File: src/rtl/lockout_recovery_map.vh
// Constants for the flash lockout recovery block
`ifndef LOCKOUT_RECOVERY_MAP_VH
`define LOCKOUT_RECOVERY_MAP_VH
`define LR_IR_WIDTH        4
`define LR_IR_RECOVERY     4'hB
`define LR_IR_IDCODE       4'h2
`define LR_IR_CORE_DEBUG   4'h7
`define LR_IR_BYPASS       4'hF
`define LR_DIV_WIDTH       7
`define LR_DIV_RESET       7'h00
// Arbitrary identification value
`define LR_IDCODE          32'h1234A5A5
`define LR_SEC_ADDR        16'h7FF7
`define LR_SEC_SECURED     16'h0002
`define LR_SEC_CLEAR       16'h0000
`define LR_ERASED_WORD     16'hFFFF
`define LR_WORD_WIDTH      16
`define LR_ADDR_WIDTH      16
`endif

File: src/rtl/flash_lockout_recovery_jtag.v
// JTAG TAP with lockout recovery, security latch and flash access gating
`timescale 1ns/1ps
`include "lockout_recovery_map.vh"

// Functional notes
// Recovery mass-erases whole flash including configuration field, clearing security.
// Security drops only at next reset after the erase completes.
// Host first loads the recovery instruction into the TAP instruction register.
// Host then shifts a 7-bit erase clock divider into its data register.
// Erase begins on entry to Run-Test/Idle after the divider update.
// Host stays in Run-Test/Idle until the erase finishes.
// Host resets TAP and device after recovery for unsecured operation.
// Power-on reset clears both the TAP and the device logic.
// Firmware writing zero into the security word unsecures the device.
// After reprogramming the word, TAP and device must both be reset.
// Programming clears bits only; setting a bit back needs an erase.
// Application supplies its own trigger for the reprogramming routine.
// Security word equal to two means secured, kept through reset.
// While secured, core debug flash access is blocked; scan and ID stay.
module flash_lockout_recovery_jtag (
   input  wire        clk_i,
   input  wire        rstn_i,
   input  wire        tck_i,
   input  wire        tms_i,
   input  wire        tdi_i,
   input  wire        trstn_i,
   output reg         tdo_o,
   output reg         tdo_oe_n_o,
   input  wire [15:0] sec_word_i,
   input  wire        fw_prog_i,
   input  wire [15:0] fw_addr_i,
   input  wire [15:0] fw_data_i,
   input  wire        dbg_req_i,
   output reg         dbg_grant_o,
   input  wire        flash_done_i,
   output reg         flash_mass_erase_o,
   output reg  [6:0]  flash_erase_div_o,
   output reg         flash_prog_o,
   output reg  [15:0] flash_addr_o,
   output reg  [15:0] flash_data_o,
   output reg         secured_o,
   output reg         erase_busy_o,
   output reg         erase_done_o
);

   // ****************************************
   // TAP state machine
   // ****************************************
   localparam [3:0] S_RESET = 4'h0, S_IDLE = 4'h1, S_SEL_DR = 4'h2, S_CAP_DR = 4'h3,
                    S_SH_DR = 4'h4, S_EX1_DR = 4'h5, S_PA_DR = 4'h6, S_EX2_DR = 4'h7,
                    S_UP_DR = 4'h8, S_SEL_IR = 4'h9, S_CAP_IR = 4'hA, S_SH_IR = 4'hB,
                    S_EX1_IR = 4'hC, S_PA_IR = 4'hD, S_EX2_IR = 4'hE, S_UP_IR = 4'hF;

   // TCK sampled as a plain input; edges found in the system clock.
   // Limitation: TCK high and low must each last at least one clk_i period,
   // or an edge is missed and the TAP falls out of step with the host.
   reg                        tck_q;
   reg  [3:0]                 state;
   reg  [3:0]                 next_state;
   reg  [`LR_IR_WIDTH-1:0]    ir_sh;
   reg  [`LR_IR_WIDTH-1:0]    ir;
   reg  [31:0]                dr_sh;
   reg  [`LR_DIV_WIDTH-1:0]   div;
   reg                        div_loaded;
   reg                        erase_started;
   reg                        erase_complete;
   reg                        tdo_next;
   wire                       tck_rise = tck_i & ~tck_q;
   wire                       tck_fall = ~tck_i & tck_q;

   always @* begin
      case (state)
         S_RESET:  next_state = tms_i ? S_RESET  : S_IDLE;
         S_IDLE:   next_state = tms_i ? S_SEL_DR : S_IDLE;
         S_SEL_DR: next_state = tms_i ? S_SEL_IR : S_CAP_DR;
         S_CAP_DR: next_state = tms_i ? S_EX1_DR : S_SH_DR;
         S_SH_DR:  next_state = tms_i ? S_EX1_DR : S_SH_DR;
         S_EX1_DR: next_state = tms_i ? S_UP_DR  : S_PA_DR;
         S_PA_DR:  next_state = tms_i ? S_EX2_DR : S_PA_DR;
         S_EX2_DR: next_state = tms_i ? S_UP_DR  : S_SH_DR;
         S_UP_DR:  next_state = tms_i ? S_SEL_DR : S_IDLE;
         S_SEL_IR: next_state = tms_i ? S_RESET  : S_CAP_IR;
         S_CAP_IR: next_state = tms_i ? S_EX1_IR : S_SH_IR;
         S_SH_IR:  next_state = tms_i ? S_EX1_IR : S_SH_IR;
         S_EX1_IR: next_state = tms_i ? S_UP_IR  : S_PA_IR;
         S_PA_IR:  next_state = tms_i ? S_EX2_IR : S_PA_IR;
         S_EX2_IR: next_state = tms_i ? S_UP_IR  : S_SH_IR;
         S_UP_IR:  next_state = tms_i ? S_SEL_DR : S_IDLE;
         default:  next_state = S_RESET;
      endcase
   end

   always @* begin
      if (state == S_SH_IR)
         tdo_next = ir_sh[0];
      else
         tdo_next = dr_sh[0];
   end

   // ****************************************
   // TAP registers
   // ****************************************
   always @(posedge clk_i or negedge rstn_i) begin
      if (!rstn_i) begin
         tck_q      <= 1'b0;
         state      <= S_RESET;
         ir_sh      <= `LR_IR_BYPASS;
         ir         <= `LR_IR_IDCODE;
         dr_sh      <= 32'h00000000;
         div        <= `LR_DIV_RESET;
         div_loaded <= 1'b0;
         tdo_o      <= 1'b0;
         tdo_oe_n_o <= 1'b1;
      end else begin
         tck_q <= tck_i;
         if (!trstn_i) begin
            state      <= S_RESET;
            ir         <= `LR_IR_IDCODE;
            div_loaded <= 1'b0;
            tdo_oe_n_o <= 1'b1;
         end else if (tck_rise) begin
            state <= next_state;
            case (state)
               S_RESET: begin
                  ir         <= `LR_IR_IDCODE;
                  div_loaded <= 1'b0;
               end
               S_CAP_IR: ir_sh <= 4'h1;
               S_SH_IR:  ir_sh <= {tdi_i, ir_sh[`LR_IR_WIDTH-1:1]};
               S_UP_IR: begin
                  ir         <= ir_sh;
                  div_loaded <= 1'b0;
               end
               S_CAP_DR: begin
                  if (ir == `LR_IR_IDCODE)
                     dr_sh <= `LR_IDCODE;
                  else if (ir == `LR_IR_RECOVERY)
                     dr_sh <= {25'h0000000, div};
                  else
                     dr_sh <= 32'h00000000;
               end
               S_SH_DR: begin
                  if (ir == `LR_IR_RECOVERY)
                     dr_sh <= {25'h0000000, tdi_i, dr_sh[`LR_DIV_WIDTH-1:1]};
                  else if (ir == `LR_IR_IDCODE)
                     dr_sh <= {tdi_i, dr_sh[31:1]};
                  else
                     dr_sh <= {31'h00000000, tdi_i};
               end
               S_UP_DR: begin
                  if (ir == `LR_IR_RECOVERY) begin
                     div        <= dr_sh[`LR_DIV_WIDTH-1:0];
                     div_loaded <= 1'b1;
                  end
               end
               default: ;
            endcase
         end else if (tck_fall) begin
            tdo_o      <= tdo_next;
            tdo_oe_n_o <= ~((state == S_SH_IR) | (state == S_SH_DR));
         end
      end
   end

   // ****************************************
   // Mass erase and security latch
   // ****************************************
   // Security is latched from the stored word only at reset release, so a
   // completed erase or reprogram takes effect after the next reset.
   // Read once, so a later change of the word cannot unlock mid-run.
   reg        sec_loaded;
   wire       in_idle = (state == S_IDLE);
   wire       erase_go = div_loaded & in_idle & (ir == `LR_IR_RECOVERY) & ~erase_started;

   always @(posedge clk_i or negedge rstn_i) begin
      if (!rstn_i) begin
         sec_loaded         <= 1'b0;
         secured_o          <= 1'b1;
         erase_started      <= 1'b0;
         erase_complete     <= 1'b0;
         flash_mass_erase_o <= 1'b0;
         flash_erase_div_o  <= `LR_DIV_RESET;
         erase_busy_o       <= 1'b0;
         erase_done_o       <= 1'b0;
         dbg_grant_o        <= 1'b0;
         flash_prog_o       <= 1'b0;
         flash_addr_o       <= 16'h0000;
         flash_data_o       <= 16'h0000;
      end else begin
         if (!sec_loaded) begin
            sec_loaded <= 1'b1;
            secured_o  <= (sec_word_i == `LR_SEC_SECURED);
         end
         if (erase_go) begin
            erase_started      <= 1'b1;
            flash_mass_erase_o <= 1'b1;
            flash_erase_div_o  <= div;
            erase_busy_o       <= 1'b1;
         end else if (erase_busy_o & flash_done_i) begin
            flash_mass_erase_o <= 1'b0;
            erase_busy_o       <= 1'b0;
            erase_complete     <= 1'b1;
         end else if (erase_busy_o & ~in_idle) begin
            // Leaving idle early aborts; flash stays secured until a new run
            // Divider stays loaded, so re-entering idle from Update-DR restarts the erase
            flash_mass_erase_o <= 1'b0;
            erase_busy_o       <= 1'b0;
            erase_started      <= 1'b0;
         end
         erase_done_o <= erase_complete | (erase_busy_o & flash_done_i);
         if (!in_idle & ~erase_busy_o)
            erase_started <= erase_complete;
         dbg_grant_o  <= dbg_req_i & ~secured_o & ~erase_busy_o & (ir == `LR_IR_CORE_DEBUG);
         // Programming only clears bits; the flash array ANDs the data in
         flash_prog_o <= fw_prog_i & ~erase_busy_o;
         flash_addr_o <= fw_addr_i;
         flash_data_o <= fw_data_i;
      end
   end

endmodule // flash_lockout_recovery_jtag

File: config.mk
export PLATFORM = sky130hd
export DESIGN_NAME = flash_lockout_recovery_jtag
export DESIGN_NICKNAME = d
export VERILOG_FILES = /design/src/rtl/flash_lockout_recovery_jtag.v
export VERILOG_INCLUDE_DIRS = /design/src /design/src/rtl
export SDC_FILE = /design/constraint.sdc
export NUM_CORES = 1
export LEC_CHECK = 0
export ABC_AREA = 1
export BUFFER_PORTS_ARGS = -buffer_cell sky130_fd_sc_hd__clkbuf_2
export CORE_MARGIN = 4
export CORE_UTILIZATION = 50
export CTS_BUF_LIST = sky130_fd_sc_hd__clkbuf_4 sky130_fd_sc_hd__clkbuf_8
export DETAILED_ROUTE_END_ITERATION = 10
export HOLD_SLACK_MARGIN = 0.12
export PLACE_DENSITY_LB_ADDON = 0.1
export SKIP_CTS_REPAIR_TIMING = 1
export SLEW_MARGIN = 20
export SYNTH_ARGS = -nofsm -noshare
export SYNTH_HDL_FRONTEND = slang
export SYNTH_SLANG_ARGS = --single-unit
File: constraint.sdc
create_clock -name clk_i -period 1.7 [get_ports clk_i]
set_clock_uncertainty 0.1 [all_clocks]
set_input_delay 0.085 -clock clk_i [delete_from_list [all_inputs] [get_ports clk_i]]
set_output_delay 0.085 -clock clk_i [all_outputs]
set_load 0.02 [all_outputs]
==> results.yml, run 1 <==
detailed_routing:
  wl_per_cell_um: 13.9
  drc: 0
  drt-initial-drc-count: 117
  ant_nets: 0
  drtPass1Iterations: 4
  wirelength_um: 9540
  num_vias: 3373
  vias_per_cell: 4.92
floorplanning:
  die_area_um2: 9770
  design.portCount: 104
  core.rowCount: 32
  die_y_um: 98.8
  start_util_pct: 52.3
  die_w_um: 98.8
  core_um2: 7890
yosys:
  synthCells: 413
  synth-seq-cells: 102
  synth.distinct_cells: 33
  yosys_warnings: 0
  synthArstFlopShare_pct: 100
  synthFlopType: "dfrtp_1"
  synth_nets: 470
  syn_avg_cell_area_um2: 9.99
  synth-edff-count: 0
  synth_area_um2: 4130
  yosysSeqAreaShare_pct: 62.1
sta:
  layout_setup_ws_ns: 0.106
  final-max-slew-violation-count: 0
  setup_violations: 0
  max_freq_ghz: 0.627
  rsz0062_at_grt: "false"
  period_needed_ns: 1.59
  report.final.hold_viol_count: 0
  holdWs_ns: 0.256
  fin_crit_sh_pct: 93.8
placement:
  dp_hpwl_um: 6510
  portBuffers: 103
  pre_cts_ws_ns: 0.00282
  placed_cells: 621
  routabilityCongestion: 1.01
global_route:
  grt_first_pass_wirelength_um: 14700
  grt_pass1_vias: 3223
  antenna_found_initial: 0
  overflow: 0
  grt_start_max_net_pins: 47
  grt.total_usage_pct: 18.5
setup_path:
  critPathSlowestCell: "dfrtp_2"
  critPathCaptureType: "register"
  r2r-start: "state[3]$_DFFE_PN0N_"
  cpMostUsedCell: "nand2_1"
  rr_endpoint: "state[1]$_DFFE_PN0N_"
  max_stage_delay_ns: 0.47
  worstSetupPathType: "register to register"
  cp_data_arrival_time_ns: 1.75
  worstRegToRegCells: 10
  critPathTopFamily: "simple AND/OR/NAND/NOR gates"
  crit_required_ns: 1.86
  path_cells: "nand2_1, inv_1, nand2_1, nand2_1, nor2_1, nand2_1, nand2_1, nand2_1, nand2_1, nand2_1"
  worst-path-buf-inv: 1
  reg2reg_slack_ns: 0.11
  start_kind: "register"
  worst-path-max-fanout: 5
clock_tree:
  cts-root-buf: "clkbuf_8"
  clock_sinks: 102
  cts_tree: "yes"
  clockBufferDepth: 2
  cts.clk_slew.worst_paths_ns: 0.11
  insertion_delay_ns: 0.37
  cts_max_level: 3
  cts_buffers: 9
final_layout:
  layout_commonest_cell: "clkbuf_2"
  nets: 636
  stdcell_count: 686
  fillers: 620
  area_growth_pct: 33.2
  antennaDiodeCount: 0
  final_cell_mix: "102 x clkbuf_2, 91 x dfrtp_1, 86 x nand2_1, 49 x dlygate4sd3_1, 48 x inv_1"
  drive_gt1_share_pct: 29.8
  utilization_pct: 69.7
pwr:
  p_per_area_nw_per_um2: 789
  p_leak_nw: 2.81
  vdd_ir_drop_max_v: 0.000563
hold_path:
  hold_end: "flash_addr_o[14]$_DFF_PN0_"
  hold_start: "fw_addr_i[14]"
  holdPathStages: 2
  hold_path_class: "primary input to register"
outcome:
  outcome: "finished clean"
job:
  maxCapViolations: 0
-- cells in the mapped netlist, types with 2 or more instances --
master	count	area, um^2
nand4_1	4	25.0
buf_2	3	15.0
o21ai_2	3	26.3
dfstp_2	7	184
nor2_1	29	109
dfrtp_1	95	2380
nand2_4	3	33.8
nor2_4	3	33.8
inv_2	2	7.51
nor4_1	3	18.8
nand3_4	2	35.0
a31oi_1	3	18.8
nand3_1	23	115
buf_4	5	37.5
o22ai_2	7	87.6
nor2_2	2	12.5
buf_6	4	45.0
nand2_1	86	323
o21ai_1	10	50.1
inv_1	51	191
a21oi_1	12	60.1
o211ai_1	8	60.1
o22ai_1	4	25.0
o21ai_0	33	165
nor3_1	3	15.0
-- worst register-to-register path: stages, from the launching register on --
cell and delay, ns:
dfrtp_2 0.47, nand2_1 0.15, inv_1 0.10, nand2_1 0.12, nand2_1 0.06, nor2_1 0.17
nand2_1 0.08, nand2_1 0.06, nand2_1 0.05, nand2_1 0.07, nand2_1 0.06
-- power breakdown --
| group | internal, W | switching (W) |
|---|---|---|
| clock | 0.000602 | 0.000838 |
| combinational | 0.000179 | 0.000224 |
| sequential | 0.00248 | 0.0000187 |
-- registers in the layout (all words and copies together), names as in the netlist --
register,cells
dbg_grant_o,1
div,7
div_loaded,1
dr_sh,32
erase_busy_o,1
erase_complete,1
erase_done_o,1
erase_started,1
flash_addr_o,16
flash_data_o,16
flash_erase_div_o,7
flash_prog_o,1
ir,4
ir_sh,4
sec_loaded,1
secured_o,1
state,4
tck_q,1
tdo_o,1
tdo_oe_n_o,1
-- kinds of logic (layout without fill, tap and decap cells) --
group,Yosys count,after routing,share of synthesized area [%]
compound gates,81,81,12.2
simple gates,162,162,18.3
flops,102,102,62.1
other cells,1,1,0.0909
buf+inv,67,238,7.43
-- stage by stage --
step | setup TNS, ns | total power (W) | area [um^2]
finish | 0 | 0.00434 | 5500
global route | 0 | 0.00453 | 5500
CTS | -0.00434 | 0.00429 | 4990
detailed placement | 0 | 0.00286 | 4800
global placement | 0 | 0.00285 | 4800
floorplan | 0 | 0.00267 | 4130
-- per-layer routing --
layer,vias up,track usage (%),part of all wire [%]
li1,1670,-,-
met1,1622,24.1,42
met2,71,30.5,52
met3,10,4.95,4.5
met4,0,5.46,1.1
met5,-,0,0
-- layout make-up --
class | instances | area (um^2) | area share (%)
clock buffers | 11 | 145 | 2.64
clock inverters | 5 | 42.5 | 0.774
inverters | 54 | 205 | 3.73
multi-input cells | 244 | 1270 | 23.1
flip-flops and latches | 102 | 2570 | 46.7
well taps | 102 | 128 | 2.32
repair buffers | 168 | 1140 | 20.8
-- worst max path at each step --
stage / from / end / slack (ns) / cells past startpoint
3_5_place_dp: state[1]$_DFFE_PN0N_ / dr_sh[11]$_DFFE_PN0P_ / 0.003 / 8
3_3_place_gp: state[1]$_DFFE_PN0N_ / dr_sh[11]$_DFFE_PN0P_ / 0.14 / 8
5_1_grt: state[1]$_DFFE_PN0N_ / dr_sh[14]$_DFFE_PN0P_ / 0.002 / 8
4_1_cts: state[1]$_DFFE_PN0N_ / dr_sh[11]$_DFFE_PN0P_ / -0.004 / 8
2_1_floorplan: ir[1]$_DFFE_PN1P_ / div[2]$_DFFE_PN0P_ / 0.22 / 6
6_report: state[3]$_DFFE_PN0N_ / state[1]$_DFFE_PN0N_ / 0.11 / 10
(Power assumes the default switching activity.)
==> run 2: changes to the inputs <==
--- a/config.mk
+++ b/config.mk
@@ -13,6 +13,7 @@
 export CTS_BUF_LIST = sky130_fd_sc_hd__clkbuf_4 sky130_fd_sc_hd__clkbuf_8
 export DETAILED_ROUTE_END_ITERATION = 10
 export HOLD_SLACK_MARGIN = 0.12
+export MAX_ROUTING_LAYER = met4
 export PLACE_DENSITY_LB_ADDON = 0.1
 export SKIP_CTS_REPAIR_TIMING = 1
 export SLEW_MARGIN = 20
==> results.yml, run 2 (synthesis gave the netlist of run 1 again) <==
detailed_routing:
  wirelength_um: 9200
  drtPass1Iterations: 4
  wl_met2_um: 4760
  wl_per_cell_um: 13.5
  drt-met1-wl_um: 3840
  ant_nets: 0
  vias_per_cell: 4.90
  highest_layer: "met4"
  drt-initial-drc-count: 94
  met3WireLength_um: 496
  num_vias: 3355
  drc: 0
global_route:
  antenna_found_initial: 0
  grt.total_usage_pct: 18.5
  grt_start_max_net_pins: 57
  overflow: 0
  grt_pass1_vias: 3023
  grt_first_pass_wirelength_um: 14300
setup_path:
  worstRegToRegCells: 7
  cp_data_arrival_time_ns: 1.80
  start_kind: "primary input"
  crit_required_ns: 1.91
  worstSetupPathType: "primary input to register"
  reg2reg_slack_ns: 0.11
  worst-path-max-fanout: 1
  rr_endpoint: "dr_sh[9]$_DFFE_PN0P_"
  critPathCaptureType: "register"
  r2r-start: "state[3]$_DFFE_PN0N_"
sta:
  final-max-slew-violation-count: 0
  report.final.hold_viol_count: 0
  fin_tns_setup_ns: 0
  rsz0062_at_grt: "true"
  setup_violations: 0
  fin_crit_sh_pct: 93.6
  period_needed_ns: 1.59
  max_freq_ghz: 0.629
clock_tree:
  cts.clk_slew.worst_paths_ns: 0.09
  clock_sinks: 102
  insertion_delay_ns: 0.35
  cts_max_level: 3
  cts_tree: "yes"
  cts_buffers: 9
  clockBufferDepth: 2
  cts-root-buf: "clkbuf_8"
floorplanning:
  die_area_um2: 9770
  design.portCount: 104
  die_y_um: 98.8
  start_util_pct: 52.3
  core_um2: 7890
  die_w_um: 98.8
  core.rowCount: 32
pwr:
  power_frac_seq_pct: 56.7
  total_power_w: 0.00440
  comb_power_share_pct: 9.1
  p_sw_w: 0.00102
  intPower_w: 0.00338
  vdd_ir_drop_max_v: 0.000469
  clockPowerShare_pct: 34.1
  p_leak_nw: 2.82
  p_per_area_nw_per_um2: 797
  swShare_pct: 23.2
final_layout:
  top_regs: "dr_sh (32), flash_addr_o (16), flash_data_o (16)"
  final_cell_mix: "102 x clkbuf_2, 91 x dfrtp_1, 86 x nand2_1, 50 x inv_1, 48 x dlygate4sd3_1"
  fillers: 611
  drive_gt1_share_pct: 29.6
  nets: 634
  layout_commonest_cell: "clkbuf_2"
  top_register: "dr_sh"
  area_growth_pct: 33.7
  antennaDiodeCount: 0
  largest_reg_flops: 32
job:
  maxCapViolations: 0
outcome:
  outcome: "finished clean"
hold_path:
  hold_path_class: "primary input to asynchronous set/reset pin"
placement:
  dp_hpwl_um: 6250
  portBuffers: 103
  routabilityCongestion: 1.01
## run 2: layout make-up
type	count	area (um^2)	share of cell area (%)
clock buffer	11	139	2.52
clock inverter	5	58.8	1.07
inverter	54	205	3.72
multi-input combinational	244	1270	23.0
sequential	102	2570	46.5
tap	102	128	2.31
timing repair buffer	166	1150	20.8
## run 2: how the worst max path moves through the flow
stage | start | to | slack, ns | cells after the start
floorplan | ir[1]$_DFFE_PN1P_ | div[2]$_DFFE_PN0P_ | 0.22 | 6
global placement | state[1]$_DFFE_PN0N_ | dr_sh[11]$_DFFE_PN0P_ | 0.14 | 8
detailed placement | state[1]$_DFFE_PN0N_ | dr_sh[11]$_DFFE_PN0P_ | 0.05 | 8
CTS | state[1]$_DFFE_PN0N_ | dr_sh[9]$_DFFE_PN0P_ | 0.05 | 8
global route | ir[1]$_DFFE_PN1P_ | dr_sh[8]$_DFFE_PN0P_ | 0.001 | 7
finish | sec_word_i[9] | secured_o$_DFFE_PN1N_ | 0.11 | 6
## run 2: routing by layer
layer,vias to the layer above,track usage (%)
met5,-,-
met4,0,4.52
met3,9,4.95
met2,82,28.5
met1,1593,24.5
li1,1671,-
## run 2: stage by stage
step           std cells  instance area, um^2  utilization [%]  setup slack, ns  hold WS, ns
4_1_cts              634                 5000             63.4           0.0496       -0.389
2_1_floorplan        413                 4130                -            0.222       -0.311
5_1_grt              684                 5520             69.9          0.00101        0.189
6_report             684                 5520             69.9            0.109        0.170
3_3_place_gp         618                 4810             60.9            0.139     -0.00213
3_5_place_dp         618                 4810             60.9           0.0466      0.00518
## run 2: power by group through the flow
stage	sequential [W]	clock, W	combinational, W
after global placement	0.00254	0	0.000311
after global routing	0.00250	0.00167	0.000445
after detailed placement	0.00254	0	0.000315
after floorplan	0.00260	0	0.0000718
after CTS	0.00249	0.00155	0.000316
final	0.00249	0.00150	0.000401
## run 2: critical path, stage by stage
cell and delay, ns:
dlygate4sd3_1 0.55, clkbuf_2 0.11, nor4_1 0.31, dlygate4sd3_1 0.60, nand4_1 0.08, nand2_1 0.06
